## src/hw/cue_pkg.sv

```systemverilog
// Shared constants for the cue validator and sequencer
package cue_pkg;

    // ========================================
    // Command word bit positions
    localparam int CMD_W = 25;
    localparam int B_D2 = 0;
    localparam int B_D4 = 1;
    localparam int B_D8 = 2;
    localparam int B_CUT = 3;
    localparam int B_SWAP = 4;
    localparam int B_SHIFT = 5;
    localparam int B_LEFT = 6;
    localparam int B_CENTER = 7;
    localparam int B_RIGHT = 8;
    localparam int B_FWD = 9;
    localparam int B_REV = 10;
    localparam int B_AUX = 11;
    localparam int B_START = 12;
    localparam int B_STOP = 13;
    localparam int B_HOME = 14;
    localparam int B_W01 = 15;
    localparam int B_W05 = 16;
    localparam int B_W1 = 17;
    localparam int B_FREEZE = 18;
    localparam int B_RELEASE = 19;
    localparam int B_SCR = 20;

    // ========================================
    // Key codes beyond the command bits
    localparam logic [4:0] KEY_CUE = 5'h19;
    localparam logic [4:0] KEY_REWIND = 5'h1a;
    localparam logic [4:0] KEY_CLEAR = 5'h1b;

    // ========================================
    // Wait codes in tenths of a second
    localparam logic [4:0] TK_W01 = 5'h01;
    localparam logic [4:0] TK_W05 = 5'h05;
    localparam logic [4:0] TK_W1 = 5'h0a;
    localparam logic [4:0] TK_SW01 = 5'h03;
    localparam logic [4:0] TK_SW05 = 5'h07;
    localparam logic [4:0] TK_SW1 = 5'h14;

    // ========================================
    // Timing
    localparam int CLK_HZ = 25000000;
    localparam int TICK_MS = 100;
    localparam int TICK_CYCLES = CLK_HZ / 1000 * TICK_MS;

    // ========================================
    // Register map and reset values
    localparam logic [7:0] REG_CTRL = 8'h00;
    localparam logic [7:0] REG_STATUS = 8'h04;
    localparam logic [7:0] REG_PENDING = 8'h08;
    localparam logic [7:0] REG_REJECT = 8'h0c;
    localparam logic [1:0] CTRL_RST = 2'h0;
    localparam int CTRL_THREE = 0;
    localparam int CTRL_PLAY = 1;

    // ========================================
    // Cue store
    localparam int MEM_DEPTH = 16;
    localparam int PTR_W = 4;

    typedef enum logic [1:0] {
        ST_IDLE = 2'b00,
        ST_ISSUE = 2'b01,
        ST_WAIT = 2'b10
    } play_state_e;

endpackage : cue_pkg

```

## src/hw/cue_command_validator_sequencer.sv

```systemverilog
// Cue entry checker, cue store and high-speed playback sequencer
//
// Function
// - Only permitted combinations are ever issued
// - Invalid keypress is dropped, rest kept
// - Incomplete cue is refused and cleared
// - Home accepted only alone
// - Start/stop alone or with other commands
// - Start/stop refused with freeze or release
// - Wait codes accepted alone or summed
// - Shift turns waits into 3/10, 7/10, 2
// - Waits only time high-speed sections
// - Section runs automatically, max ten per second
// - One cue starts section, runs until stop or end of store
// - Different moves may be one tick apart
// - Three-projector mode rotates through three positions
// - Lamp swaps repeat with no added interval
// - Unshifted tray moves take selects and screens
// - Selects combine with dissolves plus screens
// - Shift remaps dissolve speeds
// - Lamp swap never advances trays
//
// Local design decisions: the APB slave port and the placing of the registers.
`timescale 1ns/100ps
module cue_command_validator_sequencer #(
    parameter int TICK_LEN = cue_pkg::TICK_CYCLES
) (
    // Clock and reset
    input wire logic clk_in,
    input wire logic rst_in,
    // APB slave
    input wire logic psel_in,
    input wire logic penable_in,
    input wire logic pwrite_in,
    input wire logic [7:0] paddr_in,
    input wire logic [31:0] pwdata_in,
    output logic [31:0] prdata_out,
    output logic pready_out,
    output logic pslverr_out,
    // Keyboard pins
    input wire logic [4:0] key_code_in,
    input wire logic key_stb_in,
    // Projector drive
    output logic cue_stb_out,
    output logic [24:0] cue_word_out,
    output logic [2:0] lamp_on_out,
    output logic [2:0] advance_out,
    output logic running_out
);

    // ========================================
    // Command checking
    function automatic logic cmd_ok(input logic [24:0] c, input logic full);
        logic dis;
        logic tray;
        logic aux;
        logic wt;
        logic fr;
        logic scr;
        logic sh;
        logic [3:0] spd;
        logic [2:0] cat;
        logic ok;
        spd = c[cue_pkg::B_CUT:cue_pkg::B_D2];
        sh = c[cue_pkg::B_SHIFT];
        dis = (|spd) | c[cue_pkg::B_SWAP];
        tray = c[cue_pkg::B_FWD] | c[cue_pkg::B_REV];
        aux = c[cue_pkg::B_AUX];
        wt = |c[cue_pkg::B_W1:cue_pkg::B_W01];
        fr = c[cue_pkg::B_FREEZE] | c[cue_pkg::B_RELEASE];
        scr = |c[24:cue_pkg::B_SCR];
        cat = 3'(dis) + 3'(tray) + 3'(aux) + 3'(wt) + 3'(c[cue_pkg::B_HOME]) + 3'(fr);
        ok = (cat <= 3'h1) && (c != '0);
        // Speeds: single, or adjacent pair below cut when unshifted
        if (!(spd == 4'h0 || spd == 4'h1 || spd == 4'h2 || spd == 4'h4 || spd == 4'h8
              || (!sh && (spd == 4'h3 || spd == 4'h6))))
            ok = 1'b0;
        if (spd[3] && spd[2:0] != 3'h0)
            ok = 1'b0;
        if (tray && c[cue_pkg::B_FWD] && c[cue_pkg::B_REV])
            ok = 1'b0;
        if (tray && sh && (scr || (|c[cue_pkg::B_RIGHT:cue_pkg::B_LEFT])))
            ok = 1'b0;
        if (aux && (c[cue_pkg::B_CENTER] || (c[cue_pkg::B_LEFT] == c[cue_pkg::B_RIGHT])))
            ok = 1'b0;
        if (wt && (scr || (|c[cue_pkg::B_RIGHT:cue_pkg::B_LEFT])))
            ok = 1'b0;
        if (c[cue_pkg::B_HOME] && c != (25'h1 << cue_pkg::B_HOME))
            ok = 1'b0;
        if (fr && (c[cue_pkg::B_START] || c[cue_pkg::B_STOP]))
            ok = 1'b0;
        if (fr && c[cue_pkg::B_FREEZE] && c[cue_pkg::B_RELEASE])
            ok = 1'b0;
        if (full)
        begin
            if ((dis || aux || fr) && !scr)
                ok = 1'b0;
            if (tray && !sh && !scr)
                ok = 1'b0;
            if (cat == 3'h0 && !scr && !c[cue_pkg::B_START] && !c[cue_pkg::B_STOP])
                ok = 1'b0;
        end
        return ok;
    endfunction : cmd_ok

    // Wait total in ticks, shift remaps each code
    function automatic logic [5:0] wait_ticks(input logic [24:0] c);
        logic [5:0] t;
        t = 6'h0;
        if (c[cue_pkg::B_W01])
            t = t + {1'b0, c[cue_pkg::B_SHIFT] ? cue_pkg::TK_SW01 : cue_pkg::TK_W01};
        if (c[cue_pkg::B_W05])
            t = t + {1'b0, c[cue_pkg::B_SHIFT] ? cue_pkg::TK_SW05 : cue_pkg::TK_W05};
        if (c[cue_pkg::B_W1])
            t = t + {1'b0, c[cue_pkg::B_SHIFT] ? cue_pkg::TK_SW1 : cue_pkg::TK_W1};
        return t;
    endfunction : wait_ticks

    // ========================================
    // State
    logic [1:0] ctrl_r;
    logic [24:0] pend_r;
    logic [7:0] reject_r;
    logic [24:0] mem_r [cue_pkg::MEM_DEPTH];
    logic [3:0] wr_ptr_r;
    logic [3:0] rd_ptr_r;
    logic [3:0] sect_r;
    cue_pkg::play_state_e state_r;
    logic [5:0] ticks_r;
    logic [31:0] pre_r;
    logic [2:0] lit_r;
    logic [1:0] pos_r;
    logic [2:0] key_sync_r;
    logic [4:0] code_s1_r;
    logic [4:0] code_s2_r;
    logic [31:0] prdata_r;
    logic pready_r;
    logic pslverr_r;
    logic cue_stb_r;
    logic [24:0] cue_word_r;
    logic [2:0] adv_r;
    logic running_r;

    // ========================================
    // Keyboard synchroniser and decode
    wire key_ev = key_sync_r[1] & ~key_sync_r[2];
    wire is_cmd_key = code_s2_r < cue_pkg::KEY_CUE;
    wire [24:0] key_bit = is_cmd_key ? (25'h1 << code_s2_r) : 25'h0;
    wire [24:0] cand = pend_r | key_bit;
    wire cand_ok = cmd_ok(cand, 1'b0);
    wire cue_key = key_ev && code_s2_r == cue_pkg::KEY_CUE;
    wire pend_full = cmd_ok(pend_r, 1'b1);
    wire play_mode = ctrl_r[cue_pkg::CTRL_PLAY];
    wire three_mode = ctrl_r[cue_pkg::CTRL_THREE];

    // ========================================
    // Playback decode
    wire [24:0] cur = mem_r[rd_ptr_r];
    wire at_end = rd_ptr_r == wr_ptr_r;
    wire cur_wait = |cur[cue_pkg::B_W1:cue_pkg::B_W01];
    wire [5:0] cur_ticks = wait_ticks(cur);
    wire tick = pre_r == 32'(TICK_LEN - 1);
    wire rec_cue = cue_key && !play_mode && pend_full;
    wire step_cue = cue_key && play_mode && state_r == cue_pkg::ST_IDLE && !at_end;
    wire run_issue = state_r == cue_pkg::ST_ISSUE && !at_end && !cur_wait;
    wire step_issue = step_cue && !cur[cue_pkg::B_START] && !cur_wait;
    wire issue = rec_cue || run_issue || step_issue;
    wire [24:0] icmd = rec_cue ? pend_r : cur;

    // ========================================
    // Lamp sequencing for the issued cue
    wire i_dis = (|icmd[cue_pkg::B_CUT:cue_pkg::B_D2]) | icmd[cue_pkg::B_SWAP];
    wire [2:0] i_lcr = icmd[cue_pkg::B_RIGHT:cue_pkg::B_LEFT];
    wire [1:0] pos_nxt = three_mode ? ((pos_r == 2'h2) ? 2'h0 : pos_r + 2'h1)
                                    : ((pos_r == 2'h0) ? 2'h1 : 2'h0);
    wire [2:0] lit_nxt = (i_lcr != 3'h0) ? (lit_r ^ i_lcr) : (3'h1 << pos_nxt);
    wire [2:0] down = lit_r & ~lit_nxt;
    wire [2:0] adv_nxt = (i_dis && !icmd[cue_pkg::B_SWAP]) ? down : 3'h0;

    // ========================================
    // APB decode
    wire apb_setup = psel_in && !penable_in;
    wire apb_acc = psel_in && penable_in && pready_r;
    wire addr_hit = paddr_in == cue_pkg::REG_CTRL || paddr_in == cue_pkg::REG_STATUS
                 || paddr_in == cue_pkg::REG_PENDING || paddr_in == cue_pkg::REG_REJECT;
    wire [31:0] status_word = {16'h0, wr_ptr_r, rd_ptr_r, 1'b0, lit_r, pos_r, state_r};
    wire [31:0] rd_mux = (paddr_in == cue_pkg::REG_CTRL) ? {30'h0, ctrl_r}
                       : (paddr_in == cue_pkg::REG_STATUS) ? status_word
                       : (paddr_in == cue_pkg::REG_PENDING) ? {7'h0, pend_r}
                       : (paddr_in == cue_pkg::REG_REJECT) ? {24'h0, reject_r}
                       : 32'h0;

    // ========================================
    // APB slave: answers one cycle after setup
    always_ff @(posedge clk_in)
    begin
        if (rst_in)
        begin
            pready_r <= 1'b0;
            pslverr_r <= 1'b0;
            prdata_r <= 32'h0;
            ctrl_r <= cue_pkg::CTRL_RST;
        end
        else
        begin
            pready_r <= apb_setup;
            pslverr_r <= apb_setup && !addr_hit;
            if (apb_setup && !pwrite_in)
                prdata_r <= rd_mux;
            if (apb_acc && pwrite_in && paddr_in == cue_pkg::REG_CTRL)
                ctrl_r <= pwdata_in[1:0];
        end
    end

    // ========================================
    // Keyboard capture
    always_ff @(posedge clk_in)
    begin
        if (rst_in)
        begin
            key_sync_r <= 3'h0;
            code_s1_r <= 5'h0;
            code_s2_r <= 5'h0;
        end
        else
        begin
            key_sync_r <= {key_sync_r[1:0], key_stb_in};
            code_s1_r <= key_code_in;
            code_s2_r <= code_s1_r;
        end
    end

    // ========================================
    // Pending entry
    always_ff @(posedge clk_in)
    begin
        if (rst_in)
        begin
            pend_r <= 25'h0;
            reject_r <= 8'h0;
        end
        else if (key_ev && is_cmd_key)
        begin
            if (cand_ok)
                pend_r <= cand;
            else
                reject_r <= reject_r + 8'h1;
        end
        else if (cue_key || (key_ev && code_s2_r == cue_pkg::KEY_CLEAR))
        begin
            pend_r <= 25'h0;
            if (cue_key && !play_mode && !pend_full)
                reject_r <= reject_r + 8'h1;
        end
    end

    // ========================================
    // Cue store
    always_ff @(posedge clk_in)
    begin
        if (rst_in)
            wr_ptr_r <= 4'h0;
        else if (rec_cue)
        begin
            mem_r[wr_ptr_r] <= pend_r;
            wr_ptr_r <= wr_ptr_r + 4'h1;
        end
    end

    // ========================================
    // Tenth-second prescaler
    always_ff @(posedge clk_in)
    begin
        if (rst_in || state_r != cue_pkg::ST_WAIT || tick)
            pre_r <= 32'h0;
        else
            pre_r <= pre_r + 32'h1;
    end

    // ========================================
    // Playback sequencer
    always_ff @(posedge clk_in)
    begin
        if (rst_in)
        begin
            state_r <= cue_pkg::ST_IDLE;
            rd_ptr_r <= 4'h0;
            sect_r <= 4'h0;
            ticks_r <= 6'h0;
        end
        else if (key_ev && code_s2_r == cue_pkg::KEY_REWIND && play_mode)
        begin
            state_r <= cue_pkg::ST_IDLE;
            rd_ptr_r <= sect_r;
        end
        else
        begin
            case (state_r)
                cue_pkg::ST_IDLE:
                begin
                    if (step_cue)
                    begin
                        if (cur[cue_pkg::B_START])
                        begin
                            sect_r <= rd_ptr_r;
                            state_r <= cue_pkg::ST_ISSUE;
                        end
                        else
                            rd_ptr_r <= rd_ptr_r + 4'h1;
                    end
                end
                cue_pkg::ST_ISSUE:
                begin
                    if (at_end)
                        state_r <= cue_pkg::ST_IDLE;
                    else if (cur_wait)
                    begin
                        rd_ptr_r <= rd_ptr_r + 4'h1;
                        if (cur_ticks > 6'h1)
                        begin
                            ticks_r <= cur_ticks - 6'h1;
                            state_r <= cue_pkg::ST_WAIT;
                        end
                    end
                    else
                    begin
                        rd_ptr_r <= rd_ptr_r + 4'h1;
                        ticks_r <= 6'h1;
                        state_r <= cur[cue_pkg::B_STOP] ? cue_pkg::ST_IDLE
                                                        : cue_pkg::ST_WAIT;
                    end
                end
                cue_pkg::ST_WAIT:
                begin
                    if (tick)
                    begin
                        if (ticks_r <= 6'h1)
                            state_r <= cue_pkg::ST_ISSUE;
                        else
                            ticks_r <= ticks_r - 6'h1;
                    end
                end
                default:
                    state_r <= cue_pkg::ST_IDLE;
            endcase
        end
    end

    // ========================================
    // Projector drive
    always_ff @(posedge clk_in)
    begin
        if (rst_in)
        begin
            cue_stb_r <= 1'b0;
            cue_word_r <= 25'h0;
            adv_r <= 3'h0;
            lit_r <= 3'h0;
            pos_r <= 2'h2;
            running_r <= 1'b0;
        end
        else
        begin
            cue_stb_r <= issue;
            adv_r <= issue ? adv_nxt : 3'h0;
            running_r <= state_r != cue_pkg::ST_IDLE;
            if (issue)
                cue_word_r <= icmd;
            if (issue && i_dis)
            begin
                lit_r <= lit_nxt;
                if (i_lcr == 3'h0)
                    pos_r <= pos_nxt;
            end
        end
    end

    // ========================================
    // Outputs
    assign prdata_out = prdata_r;
    assign pready_out = pready_r;
    assign pslverr_out = pslverr_r;
    assign cue_stb_out = cue_stb_r;
    assign cue_word_out = cue_word_r;
    assign lamp_on_out = lit_r;
    assign advance_out = adv_r;
    assign running_out = running_r;

endmodule : cue_command_validator_sequencer

```

## config.mk

```make
export PLATFORM = sky130hd
export DESIGN_NAME = cue_command_validator_sequencer
export DESIGN_NICKNAME = d
export VERILOG_FILES = /design/src/hw/cue_pkg.sv /design/src/hw/cue_command_validator_sequencer.sv
export SDC_FILE = /design/constraint.sdc
export NUM_CORES = 1
export LEC_CHECK = 0
export BUFFER_PORTS_ARGS = -buffer_cell sky130_fd_sc_hd__buf_2
export CORE_ASPECT_RATIO = 0.75
export CORE_MARGIN = 8
export CORE_UTILIZATION = 35
export CTS_CLUSTER_SIZE = 28
export DETAILED_ROUTE_END_ITERATION = 10
export GPL_ROUTABILITY_DRIVEN = 1
export MAX_ROUTING_LAYER = met4
export SYNTH_ARGS = -nofsm -noshare
export SYNTH_HDL_FRONTEND = slang
export SYNTH_SLANG_ARGS = --single-unit
```

## constraint.sdc

```tcl
create_clock -name clk_in -period 6.6 [get_ports clk_in]
set_clock_uncertainty 0.05 [all_clocks]
set_input_delay 0.99 -clock clk_in [delete_from_list [all_inputs] [get_ports clk_in]]
set_output_delay 0.99 -clock clk_in [all_outputs]
set_load 0.01 [all_outputs]
```

; Word level (Yosys, flattened, before mapping)
; Memories as Yosys holds them, arrays and structs flattened. A register that Yosys moved wholly into a read port is not among the register bits.
; Index checks and enable logic that the tools add are counted.
; W data, S select, Z words.
[totals]
input_bits = 51
out_inout_bits = 67
memories = 1
mem_bits_rw = 400
regBits = 169
word_cells = 308
[mem_list]
columns = name, words, word_bits, rd, rd_ports_with_merged_regs, write_ports, line_no
row1 = mem_r, 16, 25, 1, 1, 1, cue_command_validator_sequencer.sv:124  ; logic [24:0] mem_r [cue_pkg::MEM_DEPTH];
[op_classes]
muxes = 69
eq_ne = 41
n_reduce_logical = 134
n_lt_le_gt_ge = 5
bitwise_logic = 16
addsub = 19
n_shift = 2
[op_table]
columns = cell, count
row1 = $mux W25, 8
row2 = $logic_and A1 B1 Y1, 56
row3 = $ne A25 B15 Y1 const B, 2
row4 = $reduce_bool A25 Y1, 2
row5 = $mux W6, 7
row6 = $mux W8, 5
row7 = $add A32 B1 Y32 const B, 1
row8 = $eq A32 B22 Y1 const B, 1
row9 = $logic_or A1 B1 Y1, 28
row10 = $mux W2, 13
row11 = $mux W1, 25
row12 = $or A25 B25 Y25, 1
row13 = $shl A1 B5 Y25 const A, 1
row14 = $mux W4, 6
row15 = $add A3 B1 Y3, 6
row16 = $ne A2 B2 Y1 const B, 9
row17 = $reduce_or A3 Y1, 6
row18 = $eq A4 B2 Y1 const B, 4
row19 = $eq A4 B3 Y1 const B, 4
row20 = $eq A8 B4 Y1 const B, 2
row21 = $eq A5 B5 Y1 const B, 3
row22 = $logic_not A1 Y1, 14
row23 = $ne A3 B2 Y1 const B, 4
row24 = $pmux W6 S2, 1
row25 = 45 further kinds, 77

; Logic depth before layout (Yosys ltp)
[logic_depth]
word_depth = 28
ltp_mapped = 19

; Least setup slack after synthesis
; Ideal clock, no wire load.
[synth_timing]
path_kind = flip-flop to flip-flop
from = register pend_r[10]
to = memory mem_r[0][0] (enable)
arrival_ps = 6078
setup_slack_ps = 2
synth_period_minus_slack_ps = 6598
t_required_ps = 6080
path_stages_with_launch = 14
cell_sequence = dfxtp_1 or2_2 inv_1 fa_1 fa_1 inv_1 ha_1 fa_1 a211o_1 a211oi_1 nand3_1 a211oi_1 nand3b_1 nor4_1
[synth_via]
elab_chain_len = 24
[synth_lines]
columns = item, line_no
row1 = start: declaration, cue_command_validator_sequencer.sv:122  ; logic [24:0] pend_r;
row2 = start signal: assignment, cue_command_validator_sequencer.sv:245  ; pend_r <= cand;
row3 = $or A1 B1 Y1, cue_command_validator_sequencer.sv:67  ; tray = c[cue_pkg::B_FWD] | c[cue_pkg::B_REV];
row4 = $add A1 B1 Y2, cue_command_validator_sequencer.sv:72  ; cat = 3'(dis) + 3'(tray) + 3'(aux) + 3'(wt) + 3'(c[cue_pkg::B_HOME]) + 3'(fr);
row5 = $add A2 B1 Y3, cue_command_validator_sequencer.sv:72
row6 = $add A3 B1 Y3 (3 in a row), cue_command_validator_sequencer.sv:72
row7 = $le A3 B1 Y1, cue_command_validator_sequencer.sv:73  ; ok = (cat <= 3'h1) && (c != '0);
row8 = $logic_and A1 B1 Y1, cue_command_validator_sequencer.sv:73
row9 = $mux W1, cue_command_validator_sequencer.sv:75  ; if (!(spd == 4'h0 || spd == 4'h1 || spd == 4'h2 || spd == 4'h4 || spd == 4'h8
row10 = $mux W1, cue_command_validator_sequencer.sv:78  ; if (spd[3] && spd[2:0] != 3'h0)
row11 = [6 not listed], --
row12 = $mux W1, cue_command_validator_sequencer.sv:92  ; if (fr && c[cue_pkg::B_FREEZE] && c[cue_pkg::B_RELEASE])
row13 = $mux W1, cue_command_validator_sequencer.sv:96  ; if ((dis || aux || fr) && !scr)
row14 = $mux W1, cue_command_validator_sequencer.sv:98  ; if (tray && !sh && !scr)
row15 = $mux W1 *, cue_command_validator_sequencer.sv:100  ; if (cat == 3'h0 && !scr && !c[cue_pkg::B_START] && !c[cue_pkg::B_STOP])
row16 = $logic_and A1 B1 Y1 *, cue_command_validator_sequencer.sv:163  ; wire rec_cue = cue_key && !play_mode && pend_full;
row17 = $mux W1 *, cue_command_validator_sequencer.sv:263  ; else if (rec_cue)
row18 = $mux W1 *, cue_command_validator_sequencer.sv:261  ; if (rst_in)
row19 = $mux W1 (implied by the code) *, cue_command_validator_sequencer.sv:265  ; mem_r[wr_ptr_r] <= pend_r;
row20 = end: declaration, cue_command_validator_sequencer.sv:124
; Mark *: on every way between the ends. The rest lies on a longest branch, timed or not.

; Worst setup path after layout
[layout_timing]
from = register pend_r[9]
to = memory mem_r[6][2] (enable)
; Same word-level chain as after synthesis.

==> qor.yml <==
placed_design:
  dp_hpwl_um: 36400
  io_buffers: 80
  place_congestion: 0.867
clock_network:
  cts.hold.buffers_added: 0
  numCtsBuffers: 55
  cts_num_sinks: 566
  cts_resized: 0
  clockRootBuffer: "clkbuf_16"
  cts_max_level: 2
  clock_latency_ps: 620
  post_cts_buffers: 0
  clockBufferDepth: 3
  cts_tree: "yes"
  path_clk_slew_ps: 60
timing:
  slew_violations: 0
  final.setup.tns_ps: 0
  rsz0062_at_grt: "no"
  max_freq_ghz: 0.180
  hold_viol: 0
  period_share_pct: 84.4
  worstMarginPinSlew_ps: 1350
  setup_violations: 0
  slew-limit-headroom_pct: 9.60
  min_period_ps: 5570
yosys:
  ys_types: 86
  syn_area_sq_um: 23800
  yosysSeqAreaShare_pct: 64.6
  async_flop_share_pct: 0
  synth_warnings: 0
  synth_flop_cell: "edfxtp_1"
  syn_area_per_cell_sq_um: 14.8
  postSynthCellCount: 1604
  synth_edf_count: 400
  synth-seq-cells: 566
finish:
  drive_above_1_share_pct: 22.2
  antenna_cells: 0
  syn_to_final_growth_pct: 14.3
  nNetsFinal: 1780
worst_setup_path:
  crit_top_cell: "fa_1"
  crit_buf_inv: 3
  cpMaxStageDelayCell: "or2_1"
  path_max_fanout: 23
  crit_family: "simple AND/OR/NAND/NOR gates"
  critPathLaunchType: "flop"
  crit_chain: "or2_2 -> inv_1 -> fa_1 -> fa_1 -> inv_1 -> ha_1 -> fa_1 -> a211o_1 -> a211oi_1 -> nand3_1 -> a211oi_1 -> nand3b_1 -> or2_1 -> nor3_2 -> buf_12"
  critical_path_class: "flop to flop"
  cp.required_ps: 6850
  critPathMaxStageDelay_ps: 560
  crit_path_end_kind: "flop"
  cp.arrival_ps: 5820
flow_run:
  drv_cap: 0
drt:
  ant_nets: 0
  via_count: 14341
  drc: 0
  via_per_inst: 5.45
  post_drt_wl_per_cell_um: 22.7
  drt-initial-drc-count: 1265
  drt_pre_antenna_iters: 6
  drt_wl_total_um: 59900
grt:
  grt_max_degree: 74
  grt_pass1_wl_um: 88800
  antenna_found_initial: 0
  grt_pass1_vias: 13931
  grt_usage_pct: 15.6
  grt_remaining_overflow: 0
status:
  outcome: "finished, final reports clean"
floorplan:
  fp.dieH_um: 242
  io_pins: 118
  dieWidth_um: 317
  coreArea_sq_um: 67000
  die_area_sq_um: 76500
  num_rows: 82
  initial_utilization_pct: 35.5
pwr:
  irDropWorstVdd_v: 0.000180
  total_power_mw: 6.98
  total_leakage_power_nw: 9.17
  power_density_nw_per_um2: 257
hold_path:
  min_path_type: "flop to flop"
==> state kept, by name (all words and copies together), names as in the netlist, 2 cells and up, named ones only <==
register,cells
key_sync_r,3
mem_r,400
code_s2_r,5
reject_r,8
state_r,2
lamp_on_out,3
prdata_out,25
pre_r,32
sect_r,4
pend_r,25
wr_ptr_r,4
ctrl_r,2
ticks_r,6
rd_ptr_r,4
code_s1_r,5
advance_out,3
cue_word_out,25
pos_r,2
==> final timing paths <==
check | slack, ps | endpoint | start | depth (start not counted)
worst max-delay path | 1030 | mem_r[6][2]$_DFFE_PP_ | pend_r[9]$_SDFFE_PP0P_ | 15
worst min-delay path | 380 | code_s2_r[3]$_SDFF_PP0_ | code_s1_r[3]$_SDFF_PP0_ | 1
worst max register to register | 1030 | mem_r[6][2]$_DFFE_PP_ | pend_r[9]$_SDFFE_PP0P_ | 15
worst min register to register | 380 | code_s2_r[3]$_SDFF_PP0_ | code_s1_r[3]$_SDFF_PP0_ | 1
==> worst register-to-register path, stage by stage (launching register included) <==
cell and delay, ps:
dfxtp_1 300, or2_2 350, inv_1 100, fa_1 450, fa_1 550, inv_1 40, ha_1 190, fa_1 460
a211o_1 280, a211oi_1 300, nand3_1 160, a211oi_1 250, nand3b_1 420, or2_1 560, nor3_2 490, buf_12 280
==> metal layers <==
metal	vias up	GRT usage, %	routed length (um)
met5	-	-	0
met4	0	3.53	1110
met3	79	3.10	4450
met2	496	24.1	28200
met1	7327	21.2	26100
li1	6439	-	-
==> where the power goes <==
group / internal [mW] / total [mW] / switching (mW)
sequential: 3.76 / 3.76 / 0.00701
clock: 1.78 / 3.15 / 1.37
combinational: 0.0200 / 0.0675 / 0.0474
==> per-stage QoR <==
step	instances	instance area, sq um	utilization (%)	hold slack, ps	worst slack, ps
3_5_place_dp	2529	25300	37.8	375	1100
6_report	2633	27100	40.5	385	1030
3_3_place_gp	2529	25300	37.8	380	1160
2_1_floorplan	1610	23800	-	364	1.97
4_1_cts	2633	27100	40.5	390	1060
5_1_grt	2633	27100	40.5	404	565
==> cells in the final DEF, fill, tap and decap left out, types with 8 or more instances in the layout <==
cell         n
inv_1       39
clkinv_1    11
xnor2_1     25
and3_1      15
nor4_1      10
nor2_1     146
a21oi_1     62
nand3_1     26
mux2i_1     36
nand2_1     73
xor2_1      18
mux2_2       8
edfxtp_1   400
nand3b_1    11
nand4_1     19
buf_4       50
dfxtp_1    163
nor4_2      10
o21ai_0      9
nor2b_1     28
clkbuf_16   57
nor3_1      30
a211oi_1    39
buf_2       79
a22oi_1     36
or3_1       12
mux4_2     122
ha_1        18
clkinv_2    15
nor3_2      10
==> cells by family (layout without fill, tap and decap cells) <==
group,Yosys count,count (layout),share of synthesized area (%)
AO/OA/AOI/OAI,224,224,6.64
XOR/XNOR,43,43,1.59
adder cells (fa/ha/maj),25,25,1.54
buffers and inverters,135,276,2.59
flip-flops,566,566,64.6
multiplexers,171,171,13.7
other,1,7,0.0158
AND/OR/NAND/NOR,439,439,9.38
==> final cells by class <==
type                            count  area, sq um
Clock buffer                       65         1490
Clock inverter                     39          344
Fill cell                        6072        39800
Inverter                           42          158
Multi-Input combinational cell    909         7920
Sequential cell                   566        15300
Tap cell                          882         1100
Timing Repair Buffer              130          791
==> Yosys cell counts (all sizes together), types with 19 or more instances <==
cell type  instances  share of area, %
a211oi            40               1.3
a21oi             62               1.3
a22oi             36               1.1
buf               41               1.1
clkbuf            52              0.82
dfxtp            166                14
edfxtp           400                51
inv               41              0.65
mux2i             36               1.5
mux4             122                12
nand2             73               1.2
nand3             27              0.57
nand4             19              0.50
nor2             146               2.3
nor2b             28              0.74
nor3              40              0.88
nor4              20              0.58
xnor2             25              0.92
Note: power is estimated with default switching activity, not from simulation.
